$ cat src/include/lrwpsc_map.svh
// Purpose: Register map, field positions, reset values and timing counts
//          for the reset, wake-up and power-state controller.
// Assumes: 40 MHz system clock, 32-bit classic Wishbone register port.
// Notes:   Byte addresses; config space starts at LRWPSC_CFG_BASE.
`ifndef LRWPSC_MAP_SVH
`define LRWPSC_MAP_SVH

`define LRWPSC_ADR_BMCW 8'h00
`define LRWPSC_ADR_RCW 8'h04
`define LRWPSC_ADR_PSW 8'h08
`define LRWPSC_ADR_XCVR 8'h0C
`define LRWPSC_ADR_IRQ_STAT 8'h10
`define LRWPSC_ADR_IRQ_MASK 8'h14
`define LRWPSC_ADR_PMCSR 8'h40
`define LRWPSC_CFG_BASE 8'h40

`define LRWPSC_BIT_SWRST 0
`define LRWPSC_BIT_WOL 18
`define LRWPSC_BIT_PME_STAT 15
`define LRWPSC_BIT_XCVR_RST 15

`define LRWPSC_IRQ_WAKE 0
`define LRWPSC_IRQ_XCVR_DONE 1
`define LRWPSC_IRQ_PM_CHANGE 2
`define LRWPSC_IRQ_W 3

`define LRWPSC_RCW_HI_RST 16'h0000
`define LRWPSC_XCVR_CTRL_RST 15'h0000
`define LRWPSC_IRQ_RST 3'h0

`define LRWPSC_WAKE_SYNC_LEN 6
`define LRWPSC_WAKE_ADDR_REPS 16
`define LRWPSC_ADDR_BYTES 6

`define LRWPSC_CLK_PERIOD_NS 25
`define LRWPSC_XCVR_RST_NS 1000
`define LRWPSC_XCVR_RST_CYC \
	((`LRWPSC_XCVR_RST_NS + `LRWPSC_CLK_PERIOD_NS - 1) / `LRWPSC_CLK_PERIOD_NS)

`endif

$ cat src/include/lrwpsc_pkg.sv
// Purpose: Types shared by the reset, wake-up and power-state controller.
// Assumes: Nothing beyond the map header.
// Notes:   Receive beats come from the MAC receive path on the same clock.
`default_nettype none
package lrwpsc_pkg;
	typedef enum logic [1:0] {
		LRWPSC_D0 = 2'b00,
		LRWPSC_D1 = 2'b01,
		LRWPSC_D2 = 2'b10,
		LRWPSC_D3 = 2'b11
	} lrwpsc_pm_state_t;

	// One received byte; addr_ok and fcs_ok only count with eof
	typedef struct packed {
		logic valid;
		logic sof;
		logic eof;
		logic addr_ok;
		logic fcs_ok;
		logic [7:0] data;
	} lrwpsc_rx_beat_t;
endpackage
`default_nettype wire

$ cat src/lrwpsc_wake_detect.sv
// Purpose: Finds a wake pattern in a received frame and pulses at frame end.
// Assumes: Beats on clk_sys_in; station address byte 0 is sent first.
// Notes:   An address whose first byte is 0xFF is not recognised.
`default_nettype none
`include "lrwpsc_map.svh"
module lrwpsc_wake_detect import lrwpsc_pkg::*; (
	input wire logic clk_sys_in,
	input wire logic nrst_in,
	input wire logic clr_in,
	input wire logic enable_in,
	input wire lrwpsc_rx_beat_t beat_in,
	input wire logic [47:0] station_addr_in,
	output logic wake_out
);
	logic [2:0] ff_reg, ff_next;
	logic [2:0] sel_reg, sel_next;
	logic [3:0] rep_reg, rep_next;
	logic match_reg, match_next;
	logic hit_reg, hit_next;
	logic wake_reg, wake_next;

	function automatic logic [7:0] addr_byte(input logic [47:0] a, input logic [2:0] i);
		addr_byte = a[8'(47 - 8 * i) -: 8];
	endfunction

	always_comb begin
		logic [2:0] ff_cur;
		logic m_cur;
		logic h_cur;
		ff_cur = beat_in.sof ? 3'h0 : ff_reg;
		m_cur = beat_in.sof ? 1'b0 : match_reg;
		h_cur = beat_in.sof ? 1'b0 : hit_reg;
		ff_next = ff_reg;
		sel_next = sel_reg;
		rep_next = rep_reg;
		match_next = match_reg;
		hit_next = hit_reg;
		wake_next = 1'b0;
		if (clr_in) begin
			ff_next = 3'h0;
			match_next = 1'b0;
			hit_next = 1'b0;
		end else if (beat_in.valid) begin
			ff_next = ff_cur;
			match_next = m_cur;
			hit_next = h_cur;
			if (m_cur) begin
				if (beat_in.data == addr_byte(station_addr_in, sel_reg)) begin
					if (sel_reg == 3'(`LRWPSC_ADDR_BYTES - 1)) begin
						sel_next = 3'h0;
						if (rep_reg == 4'(`LRWPSC_WAKE_ADDR_REPS - 1)) begin
							hit_next = 1'b1;
							match_next = 1'b0;
							ff_next = 3'h0;
						end else begin
							rep_next = rep_reg + 4'h1;
						end
					end else begin
						sel_next = sel_reg + 3'h1;
					end
				end else begin
					// Broken run; a 0xFF may start the next sync
					match_next = 1'b0;
					ff_next = (beat_in.data == 8'hFF) ? 3'h1 : 3'h0;
				end
			end else if (beat_in.data == 8'hFF) begin
				if (ff_cur != 3'(`LRWPSC_WAKE_SYNC_LEN))
					ff_next = ff_cur + 3'h1;
			end else if (ff_cur == 3'(`LRWPSC_WAKE_SYNC_LEN) &&
				beat_in.data == addr_byte(station_addr_in, 3'h0)) begin
				match_next = 1'b1;
				sel_next = 3'h1;
				rep_next = 4'h0;
				ff_next = 3'h0;
			end else begin
				ff_next = 3'h0;
			end
			if (beat_in.eof) begin
				wake_next = enable_in & hit_next & beat_in.addr_ok & beat_in.fcs_ok;
				hit_next = 1'b0;
				match_next = 1'b0;
				ff_next = 3'h0;
			end
		end
	end

	always_ff @(posedge clk_sys_in or negedge nrst_in) begin
		if (!nrst_in) begin
			ff_reg <= 3'h0;
			sel_reg <= 3'h0;
			rep_reg <= 4'h0;
			match_reg <= 1'b0;
			hit_reg <= 1'b0;
			wake_reg <= 1'b0;
		end else begin
			ff_reg <= ff_next;
			sel_reg <= sel_next;
			rep_reg <= rep_next;
			match_reg <= match_next;
			hit_reg <= hit_next;
			wake_reg <= wake_next;
		end
	end

	assign wake_out = wake_reg;
endmodule // lrwpsc_wake_detect
`default_nettype wire

$ cat src/lrwpsc_top.sv
// Purpose: Software resets, transceiver reset, wake detection, PME and
//          power-state access gating behind a classic Wishbone slave.
// Assumes: All inputs other than nrst_in come from logic on clk_sys_in.
// Notes:   Config space answers in every state; the rest only in D0.
//
// The register addresses and register access over Wishbone were left to the implementer.
`default_nettype none
`include "lrwpsc_map.svh"
module lrwpsc_top import lrwpsc_pkg::*; #(
	parameter int ADDR_W = 8
) (
	input wire logic clk_sys_in,
	input wire logic nrst_in,
	input wire logic wb_cyc_in,
	input wire logic wb_stb_in,
	input wire logic wb_we_in,
	input wire logic [ADDR_W-1:0] wb_adr_in,
	input wire logic [3:0] wb_sel_in,
	input wire logic [31:0] wb_dat_in,
	output logic [31:0] wb_dat_out,
	output logic wb_ack_out,
	output logic wb_err_out,
	input wire lrwpsc_rx_beat_t rx_beat_in,
	input wire logic [47:0] station_addr_in,
	input wire logic eeprom_load_in,
	input wire logic eeprom_wol_in,
	output logic pme_n_out,
	output logic pme_oe_n_out,
	output logic irq_out,
	output logic chip_soft_rst_out,
	output logic xcvr_rst_out,
	output logic mac_rx_en_out,
	output logic mac_tx_en_out,
	output logic bus_master_en_out,
	output lrwpsc_pm_state_t pm_state_out
);
	localparam logic [7:0] XCVR_RST_CYC = 8'(`LRWPSC_XCVR_RST_CYC);

	// Bus group
	logic ack_reg, ack_next;
	logic err_reg, err_next;
	logic [31:0] dat_reg, dat_next;

	// Control group
	logic chip_rst_reg, chip_rst_next;
	logic [15:0] rcw_hi_reg, rcw_hi_next;
	logic pme_stat_reg, pme_stat_next;
	logic [14:0] xcvr_ctrl_reg, xcvr_ctrl_next;
	logic [7:0] xcvr_cnt_reg, xcvr_cnt_next;
	logic xcvr_busy_reg, xcvr_busy_next;
	logic [`LRWPSC_IRQ_W-1:0] irq_stat_reg, irq_stat_next;
	logic [`LRWPSC_IRQ_W-1:0] irq_mask_reg, irq_mask_next;
	lrwpsc_pm_state_t pm_reg, pm_next;

	logic [7:0] adr;
	logic req;
	logic acc_ok;
	logic wr_ok;
	logic [31:0] rd_mux;
	logic wol_en;
	logic wake_allow;
	logic wake_pulse;
	logic wake_evt;

	function automatic logic [31:0] merge(input logic [31:0] old, input logic [31:0] wd,
		input logic [3:0] sel);
		for (int i = 0; i < 4; i++)
			merge[8*i +: 8] = sel[i] ? wd[8*i +: 8] : old[8*i +: 8];
	endfunction

	function automatic logic is_mapped(input logic [7:0] a);
		is_mapped = (a == `LRWPSC_ADR_BMCW) || (a == `LRWPSC_ADR_RCW) ||
			(a == `LRWPSC_ADR_PSW) || (a == `LRWPSC_ADR_XCVR) ||
			(a == `LRWPSC_ADR_IRQ_STAT) || (a == `LRWPSC_ADR_IRQ_MASK) ||
			(a == `LRWPSC_ADR_PMCSR);
	endfunction

	assign adr = 8'(wb_adr_in);
	assign req = wb_cyc_in & wb_stb_in;
	// Outside D0 only config space answers; others get err
	assign acc_ok = is_mapped(adr) &&
		(adr >= `LRWPSC_CFG_BASE || pm_reg == LRWPSC_D0);
	// Writes land on the edge where the master sees ack
	assign wr_ok = req & wb_we_in & ack_reg;
	assign wol_en = rcw_hi_reg[`LRWPSC_BIT_WOL - 16];
	// D2 and D3 receive nothing, not even a wake frame
	assign wake_allow = (pm_reg == LRWPSC_D0) || (pm_reg == LRWPSC_D1);
	assign wake_evt = wake_pulse & wol_en & wake_allow;

	lrwpsc_wake_detect u_wake (
		.clk_sys_in(clk_sys_in),
		.nrst_in(nrst_in),
		.clr_in(chip_rst_reg),
		.enable_in(wol_en & wake_allow),
		.beat_in(rx_beat_in),
		.station_addr_in(station_addr_in),
		.wake_out(wake_pulse)
	);

	always_comb begin
		rd_mux = 32'h0000_0000;
		unique case (adr)
			`LRWPSC_ADR_BMCW: rd_mux[`LRWPSC_BIT_SWRST] = chip_rst_reg;
			`LRWPSC_ADR_RCW: rd_mux[31:16] = rcw_hi_reg;
			`LRWPSC_ADR_PSW: rd_mux[`LRWPSC_BIT_PME_STAT] = pme_stat_reg;
			`LRWPSC_ADR_XCVR: rd_mux[15:0] = {xcvr_busy_reg, xcvr_ctrl_reg};
			`LRWPSC_ADR_IRQ_STAT: rd_mux[`LRWPSC_IRQ_W-1:0] = irq_stat_reg;
			`LRWPSC_ADR_IRQ_MASK: rd_mux[`LRWPSC_IRQ_W-1:0] = irq_mask_reg;
			`LRWPSC_ADR_PMCSR: rd_mux[1:0] = pm_reg;
			default: rd_mux = 32'h0000_0000;
		endcase
	end

	always_comb begin
		ack_next = 1'b0;
		err_next = 1'b0;
		dat_next = dat_reg;
		if (req && !ack_reg && !err_reg) begin
			ack_next = acc_ok;
			err_next = !acc_ok;
			dat_next = acc_ok ? rd_mux : 32'h0000_0000;
		end
	end

	always_ff @(posedge clk_sys_in or negedge nrst_in) begin
		if (!nrst_in) begin
			ack_reg <= 1'b0;
			err_reg <= 1'b0;
			dat_reg <= 32'h0000_0000;
		end else begin
			ack_reg <= ack_next;
			err_reg <= err_next;
			dat_reg <= dat_next;
		end
	end

	always_comb begin
		logic [31:0] wm;
		wm = 32'h0000_0000;
		chip_rst_next = 1'b0;
		rcw_hi_next = rcw_hi_reg;
		pme_stat_next = pme_stat_reg;
		xcvr_ctrl_next = xcvr_ctrl_reg;
		xcvr_cnt_next = xcvr_cnt_reg;
		irq_stat_next = irq_stat_reg;
		irq_mask_next = irq_mask_reg;
		pm_next = pm_reg;
		if (chip_rst_reg) begin
			// Whole chip back to defaults, power state included
			rcw_hi_next = `LRWPSC_RCW_HI_RST;
			pme_stat_next = 1'b0;
			xcvr_ctrl_next = `LRWPSC_XCVR_CTRL_RST;
			xcvr_cnt_next = 8'h00;
			irq_stat_next = `LRWPSC_IRQ_RST;
			irq_mask_next = `LRWPSC_IRQ_RST;
			pm_next = LRWPSC_D0;
		end else begin
			if (eeprom_load_in)
				rcw_hi_next[`LRWPSC_BIT_WOL - 16] = eeprom_wol_in;
			if (xcvr_cnt_reg != 8'h00) begin
				xcvr_cnt_next = xcvr_cnt_reg - 8'h01;
				if (xcvr_cnt_reg == 8'h01) begin
					xcvr_ctrl_next = `LRWPSC_XCVR_CTRL_RST;
				end
			end
			if (wr_ok) begin
				wm = merge(rd_mux, wb_dat_in, wb_sel_in);
				unique case (adr)
					`LRWPSC_ADR_BMCW:
						chip_rst_next = wb_sel_in[0] & wb_dat_in[`LRWPSC_BIT_SWRST];
					`LRWPSC_ADR_RCW:
						rcw_hi_next = wm[31:16];
					`LRWPSC_ADR_PSW:
						if (wb_sel_in[1] && wb_dat_in[`LRWPSC_BIT_PME_STAT])
							pme_stat_next = 1'b0;
					`LRWPSC_ADR_XCVR: begin
						// Ignored while a transceiver reset runs
						if (xcvr_cnt_reg == 8'h00) begin
							xcvr_ctrl_next = wm[14:0];
							if (wb_sel_in[1] && wb_dat_in[`LRWPSC_BIT_XCVR_RST]) begin
								xcvr_cnt_next = XCVR_RST_CYC;
								xcvr_ctrl_next = `LRWPSC_XCVR_CTRL_RST;
							end
						end
					end
					`LRWPSC_ADR_IRQ_STAT:
						irq_stat_next = irq_stat_next & ~wm[`LRWPSC_IRQ_W-1:0];
					`LRWPSC_ADR_IRQ_MASK:
						irq_mask_next = wm[`LRWPSC_IRQ_W-1:0];
					`LRWPSC_ADR_PMCSR: begin
						if (wb_sel_in[0]) begin
							pm_next = lrwpsc_pm_state_t'(wb_dat_in[1:0]);
							if (pm_reg == LRWPSC_D3 && pm_next == LRWPSC_D0)
								chip_rst_next = 1'b1;
							if (pm_next != pm_reg)
								irq_stat_next[`LRWPSC_IRQ_PM_CHANGE] = 1'b1;
						end
					end
					default: ;
				endcase
			end
			// Hardware set applied last so it beats a same-cycle clear
			if (xcvr_cnt_reg == 8'h01)
				irq_stat_next[`LRWPSC_IRQ_XCVR_DONE] = 1'b1;
			if (wake_evt) begin
				pme_stat_next = 1'b1;
				irq_stat_next[`LRWPSC_IRQ_WAKE] = 1'b1;
			end
		end
		xcvr_busy_next = (xcvr_cnt_next != 8'h00);
	end

	// Power-on reset lands in D0 with defaults
	always_ff @(posedge clk_sys_in or negedge nrst_in) begin
		if (!nrst_in) begin
			chip_rst_reg <= 1'b0;
			rcw_hi_reg <= `LRWPSC_RCW_HI_RST;
			pme_stat_reg <= 1'b0;
			xcvr_ctrl_reg <= `LRWPSC_XCVR_CTRL_RST;
			xcvr_cnt_reg <= 8'h00;
			xcvr_busy_reg <= 1'b0;
			irq_stat_reg <= `LRWPSC_IRQ_RST;
			irq_mask_reg <= `LRWPSC_IRQ_RST;
			pm_reg <= LRWPSC_D0;
		end else begin
			chip_rst_reg <= chip_rst_next;
			rcw_hi_reg <= rcw_hi_next;
			pme_stat_reg <= pme_stat_next;
			xcvr_ctrl_reg <= xcvr_ctrl_next;
			xcvr_cnt_reg <= xcvr_cnt_next;
			xcvr_busy_reg <= xcvr_busy_next;
			irq_stat_reg <= irq_stat_next;
			irq_mask_reg <= irq_mask_next;
			pm_reg <= pm_next;
		end
	end

	assign wb_ack_out = ack_reg;
	assign wb_err_out = err_reg;
	assign wb_dat_out = dat_reg;
	// Open drain: data always low, enable low while pulling
	assign pme_n_out = 1'b0;
	assign pme_oe_n_out = ~(pme_stat_reg & wol_en);
	assign irq_out = (|(irq_stat_reg & irq_mask_reg)) & (pm_reg == LRWPSC_D0);
	assign chip_soft_rst_out = chip_rst_reg;
	assign xcvr_rst_out = xcvr_busy_reg;
	assign mac_tx_en_out = (pm_reg == LRWPSC_D0);
	assign bus_master_en_out = (pm_reg == LRWPSC_D0);
	assign mac_rx_en_out = (pm_reg == LRWPSC_D0) ||
		(pm_reg == LRWPSC_D1 && wol_en);
	assign pm_state_out = pm_reg;
endmodule // lrwpsc_top
`default_nettype wire

$ cat config.mk
export PLATFORM = sky130hd
export DESIGN_NAME = lrwpsc_top
export DESIGN_NICKNAME = d
export VERILOG_FILES = /design/src/include/lrwpsc_pkg.sv /design/src/lrwpsc_wake_detect.sv /design/src/lrwpsc_top.sv
export VERILOG_INCLUDE_DIRS = /design/src /design/src/include
export SDC_FILE = /design/constraint.sdc
export NUM_CORES = 1
export LEC_CHECK = 0
export ABC_AREA = 1
export BUFFER_PORTS_ARGS = -buffer_cell sky130_fd_sc_hd__buf_2
export CORE_MARGIN = 3
export CORE_UTILIZATION = 50
export CTS_CLUSTER_SIZE = 40
export DETAILED_ROUTE_END_ITERATION = 7
export PLACE_DENSITY = 0.82
export SLEW_MARGIN = 20
export SYNTH_ARGS = -nofsm -noshare
export SYNTH_HDL_FRONTEND = slang
export SYNTH_SLANG_ARGS = --single-unit
export TNS_END_PERCENT = 20
$ cat constraint.sdc
create_clock -name clk_sys_in -period 2.4 [get_ports clk_sys_in]
set_input_delay 0.24 -clock clk_sys_in [delete_from_list [all_inputs] [get_ports clk_sys_in]]
set_output_delay 0.24 -clock clk_sys_in [all_outputs]
set_load 0.02 [all_outputs]
=== Word level (Yosys, flattened, before mapping) ===
Cells that the tools add are included.

* Register bits: 97
* Latch bits: 0
* Bits in writable memories: 0
* Bits in read-only memories: 0
* Output and inout bits: 44
* Memories kept: 0

* Add/sub/neg operators: 5
* $mul: 0
* Divide/modulo/power cells: 0
* Order comparisons: 1
* Equal/unequal tests: 23
* Shift operators: 1
* Muxes and demuxes: 100
* Bitwise operators: 17
* Reductions and logical operators: 49

{| class="wikitable"
|+ Operator list
! cell !! count
|-
| 15-bit 2-to-1 mux || 7
|-
| 8-bit 2-to-1 mux || 9
|-
| 16-bit 2-to-1 mux || 4
|-
| 3-bit 2-to-1 mux || 20
|-
| 55-bit by 9-bit variable part select with 8-bit output || 1
|-
| 1-bit 2-to-1 mux || 40
|-
| 32-bit 2-to-1 mux || 1
|-
| 4-bit 2-to-1 mux || 6
|-
| 3-bit nonzero test || 7
|-
| 8-bit by 4-bit equality test with 1-bit output (second input constant) || 2
|-
| 8-bit by 5-bit equality test with 1-bit output (second input constant) || 2
|-
| 8-bit equality test || 2
|-
| 8-bit zero test || 2
|-
| 8-bit nonzero test || 2
|-
| 2-bit nonzero test || 7
|-
| 1-bit bitwise AND || 12
|-
| 12-bit 2-to-1 mux || 1
|-
| 2-bit 2-to-1 mux || 5
|-
| 1-bit logical OR || 9
|-
| 8-bit by 1-bit equality test with 1-bit output (second input constant) || 1
|-
| 8-bit by 3-bit equality test with 1-bit output (second input constant) || 1
|-
| 8-bit by 7-bit equality test with 1-bit output (second input constant) || 1
|-
| 8-bit equality test (second input constant) || 1
|-
| 8-bit by 7-bit >= comparator with 1-bit output (second input constant) || 1
|-
| other kinds (30) || 52
|}

=== Logic depth before layout (Yosys ltp) ===
* Word-level depth: 13
* Depth in mapped cells: 17
* Mapped depth without buffers: 16

=== Hierarchy ===
Synthesis repeated with hierarchy kept, for this count alone.

* Cells, all modules: 872
* Area total of the unflattened synthesis: 6117.1 um2

{| class="wikitable"
|+ By module, submodules not included
! module !! instances !! cells an instance !! area an instance (um2)
|-
| lrwpsc_top || 1 || 559 || 4419.2
|-
| lrwpsc_wake_detect || 1 || 313 || 1697.9
|}

=== Worst setup path after synthesis ===
Ideal clock, no wire load.

* Path kind: register to register
* Start point: reg u_wake.sel_reg[2]
* End point: reg u_wake.rep_reg[2]
* Library setup time: 0.118 ns
* Arrival time: 1.862 ns
* Data required time: 2.282 ns
* Slack: 0.420 ns
* Stages on the path, launching flop included: 16
* Clock period less this slack: 1.980 ns
* Cells stage by stage: dfrtp_1 > ha_1 > buf_2 > inv_1 > a21oi_1 > nand2_1 > nand2_1 > nand2_1 > inv_1 > nand2_1 > nor2_1 > nand2_2 > nand2_4 > nand4_2 > nand2_1 > nand2_1

* Longest elaborated chain between the ends: 5

{| class="wikitable"
|+ RTL lines
! what !! line !! RTL
|-
| from (decl) || lrwpsc_wake_detect.sv:16 || <nowiki>logic [2:0] sel_reg, sel_next;</nowiki>
|-
| from (signal assigned) || lrwpsc_wake_detect.sv:97 || <nowiki>sel_reg <= sel_next;</nowiki>
|-
| 6-bit by 6-bit subtractor with 7-bit output || lrwpsc_wake_detect.sv:23 || <nowiki>addr_byte = a[8'(47 - 8 * i) -: 8];</nowiki>
|-
| 55-bit by 9-bit variable part select with 8-bit output || lrwpsc_wake_detect.sv:23 ||
|-
| 8-bit equality test || lrwpsc_wake_detect.sv:48 || <nowiki>if (beat_in.data == addr_byte(station_addr_in, sel_reg)) begin</nowiki>
|-
| 2-bit != test (no source line) || n/a ||
|-
| 7-bit AND reduction (no source line) * || n/a ||
|-
| to (signal assigned) || lrwpsc_wake_detect.sv:98 || <nowiki>rep_reg <= rep_next;</nowiki>
|-
| to (decl) || lrwpsc_wake_detect.sv:17 || <nowiki>logic [3:0] rep_reg, rep_next;</nowiki>
|}

Every way passes the cells marked *; elsewhere a longest branch is shown, timed or not.
A chain may end at the register's enable or synchronous reset.

=== Worst setup path after layout ===
Ends and elaborated chain as after synthesis.

==> summary.txt <==
Setup path
  • CP arrival: 2.45 ns
  • Critical path endpoint category: flip-flop
  • Worst EP required: 2.63 ns
  • Startpoint types: flip-flop
  • CP max FO: 9
  • Crit Path Category: flip-flop to flip-flop

Synth
  • #FFs+latches synth: 97
  • Synth top area share: 41.98%
  • Post-synthesis cell count: 800
  • Synth warn: 0
  • Syn_area_per_cell: 7.227 um2
  • Cell variety after synth: 44
  • Synthesized cell area: 5782 um2
  • Post-synth ARST share: 100.0%
  • Post-Syn Nets: 919
  • Cell taking the most area after synthesis: dfrtp_1
  • Commonest cells in the netlist: nand2_1, inv_1, dfrtp_1
  • Post-synth EDFFs: 0
  • Sequential element share of the synthesized area: 41.98%
  • Most numerous cell in the Yosys netlist: nand2_1
  • Synth area leaders: dfrtp_1, nand2_1, inv_1, nor2_1, a21oi_1
  • Top FF cell, synth: dfrtp_1

Placed design
  • DP Area: 6730 um2
  • Worst slack, placed: 0.08276 ns
  • HPWL after DPL: 11,610 um
  • Port buffer count: 154
  • GP Congestion: 0.9212
  • Dpl cells: 1,085

Clock tree
  • Setup Fix Bufs, Post-CTS: 0
  • Root Driver: clkbuf_16
  • Clock Latency Late Sink: 0.34 ns
  • TritonCTS Buffers: 9
  • Clock Pin Slew Worst Setup and Hold Paths: 0.07 ns
  • Clock Sinks: 97
  • CTS H-tree lvls: 3
  • TritonCTS clock tree: built
  • Clock Tree Buf Depth: 2

Global route
  • GRT Residual Overflow: 0
  • M2 GR Usage: 38.36%
  • Largest net degree at the start of global routing: 55
  • Met1 Use GR: 33.75%
  • Busiest grt layer: met2
  • Tot GR Track Use: 24.12%
  • Grt met3 use: 4.828%
  • Antenna violations before repair: 0
  • Vias in the first global route: 5,470
  • First-pass GRT wire length: 25,430 um

Route
  • 1st-iter DRT viols: 446
  • DR WL/cell: 13.84 um
  • Vias per cell: 5.272
  • # DRC: 0
  • First-pass DRT Iterations: 7
  • DRT Wirelength: 15,260 um
  • Vias: 5,810
  • Final ANT Viol Nets: 0

Power and ir drop
  • Leakage: 3.803 nW
  • Power after layout: 3.880 mW
  • Power Density: 549.0 nW/um2
  • Peak VDD IR: 0.4143 mV

Final layout
  • Layout cells sized above 1: 21.83%
  • Max reg flops: 32
  • Layout Utilization: 63.80%
  • Layout fillers: 991
  • P&R area growth vs syn: 22.25%
  • Multi-input logic area: 2816 um2
  • Finished Layout Cells: 1,102
  • # nets final: 1,076
  • Seq. cell area: 2427 um2
  • Design area: 7068 um2
  • Antenna fix cells: 0

Floorplan
  • Die area: 12,890 um2
  • Initial core utilization: 52.19%
  • Die Span Y: 113.5 um
  • IO Count: 156
  • Core ar.: 11,080 um2
  • Die Width: 113.5 um
  • # rows: 38

Timing
  • Tmin final: 2.224 ns
  • Worst clock skew: 0.008041 ns
  • Slew @ Worst Pin: 0.6746 ns
  • Final setup violation count: 0
  • Slew Viols, Final: 0
  • Post-route setup TNS: 0 ns
  • Worst Slack Setup Final: 0.1761 ns
  • Hold WS: 0.1499 ns
  • Final period utilization: 92.66%
  • Final Hold Vio Count: 0
  • FMAX: 449.7 MHz
  • Normalized max-slew margin: 55.02%

Flow run
  • Max-cap violation count: 0

Outcome
  • Status: completed

Worst hold path
  • Worst min path class: input port to flip-flop
per-layer routing:
| metal | up-vias | wire length, um |
|---|---|---|
| li1 | 2929 | - |
| met1 | 2634 | 6787 |
| met2 | 226 | 7098 |
| met3 | 21 | 1141 |
| met4 | 0 | 229 |
| met5 | - | 0 |
cell families (layout without fill, tap and decap cells):
kind of cell / count (synthesis) / count (layout) / share of synthesized area (%)
and+or+nand+nor: 398 / 398 / 29.52
AOI/OAI and AO/OA: 144 / 144 / 15.34
buffers and inverters: 141 / 303 / 9.738
DFF: 97 / 97 / 41.98
xor gates and xnor gates: 11 / 11 / 1.666
adders and majority gates: 7 / 7 / 1.515
other: 1 / 1 / 0.06486
muxes: 1 / 1 / 0.1731
placed cells by master (no fill, tap or decap), types with 14 or more instances in the layout:
master / n
o32ai_1: 14
nand3_1: 37
nand2_1: 212
a21oi_1: 41
inv_1: 104
a22o_1: 15
o21ai_1: 18
buf_4: 18
buf_2: 153
nand4_1: 21
dfrtp_1: 97
o21ai_0: 29
nor2_1: 93
path summary, 6_finish.rpt:
kind	from	endpoint	slack, ns	depth (start not counted)
max in group asynchronous	nrst_in	xcvr_ctrl_reg[2]	1.17	3
max	u_wake.sel_reg[2]	u_wake.rep_reg[2]	0.18	14
min reg2reg	wb_dat_out[5]	wb_dat_out[5]	0.48	2
max reg2reg	u_wake.sel_reg[2]	u_wake.rep_reg[2]	0.18	14
min	rx_beat_in[8]	u_wake.wake_out	0.15	3
min in group asynchronous	nrst_in	wb_dat_out[24]	0.47	2
power breakdown:
| group | leakage [nW] | total (mW) | internal, mW | switching [mW] |
|---|---|---|---|---|
| clock | 0.147 | 1.44 | 0.815 | 0.626 |
| sequential | 1.23 | 1.77 | 1.71 | 0.0569 |
| combinational | 2.42 | 0.671 | 0.268 | 0.403 |
area by class of cell:
cell class / count / area share (%)
sequential: 97 / 34.34
clock buffer: 9 / 3.186
clock inverter: 7 / 1.044
multi-input combinational: 562 / 39.85
timing repair buffer: 173 / 13.05
tap: 140 / 2.478
inverter: 114 / 6.054
critical path, cell delays in order (launching register included):
cell	delay (ns)
dfrtp_1	0.45
ha_4	0.35
inv_1	0.15
a21oi_1	0.22
nand2_1	0.07
nand2_1	0.06
nand2_1	0.05
inv_1	0.05
nand2_1	0.04
nor2_1	0.11
nand2_2	0.13
nand2_4	0.12
nand4_2	0.12
nand2_1	0.12
nand2_1	0.07
timing repair:
action | 4_1_cts | 5_1_grt
hold endpoints to repair | 51 | 0
setup endpoints to repair | 0 | 13
hold buffers | 1 | 0
gates resized for setup | 0 | 6
No activity file was read; power rests on OpenSTA's default activity.
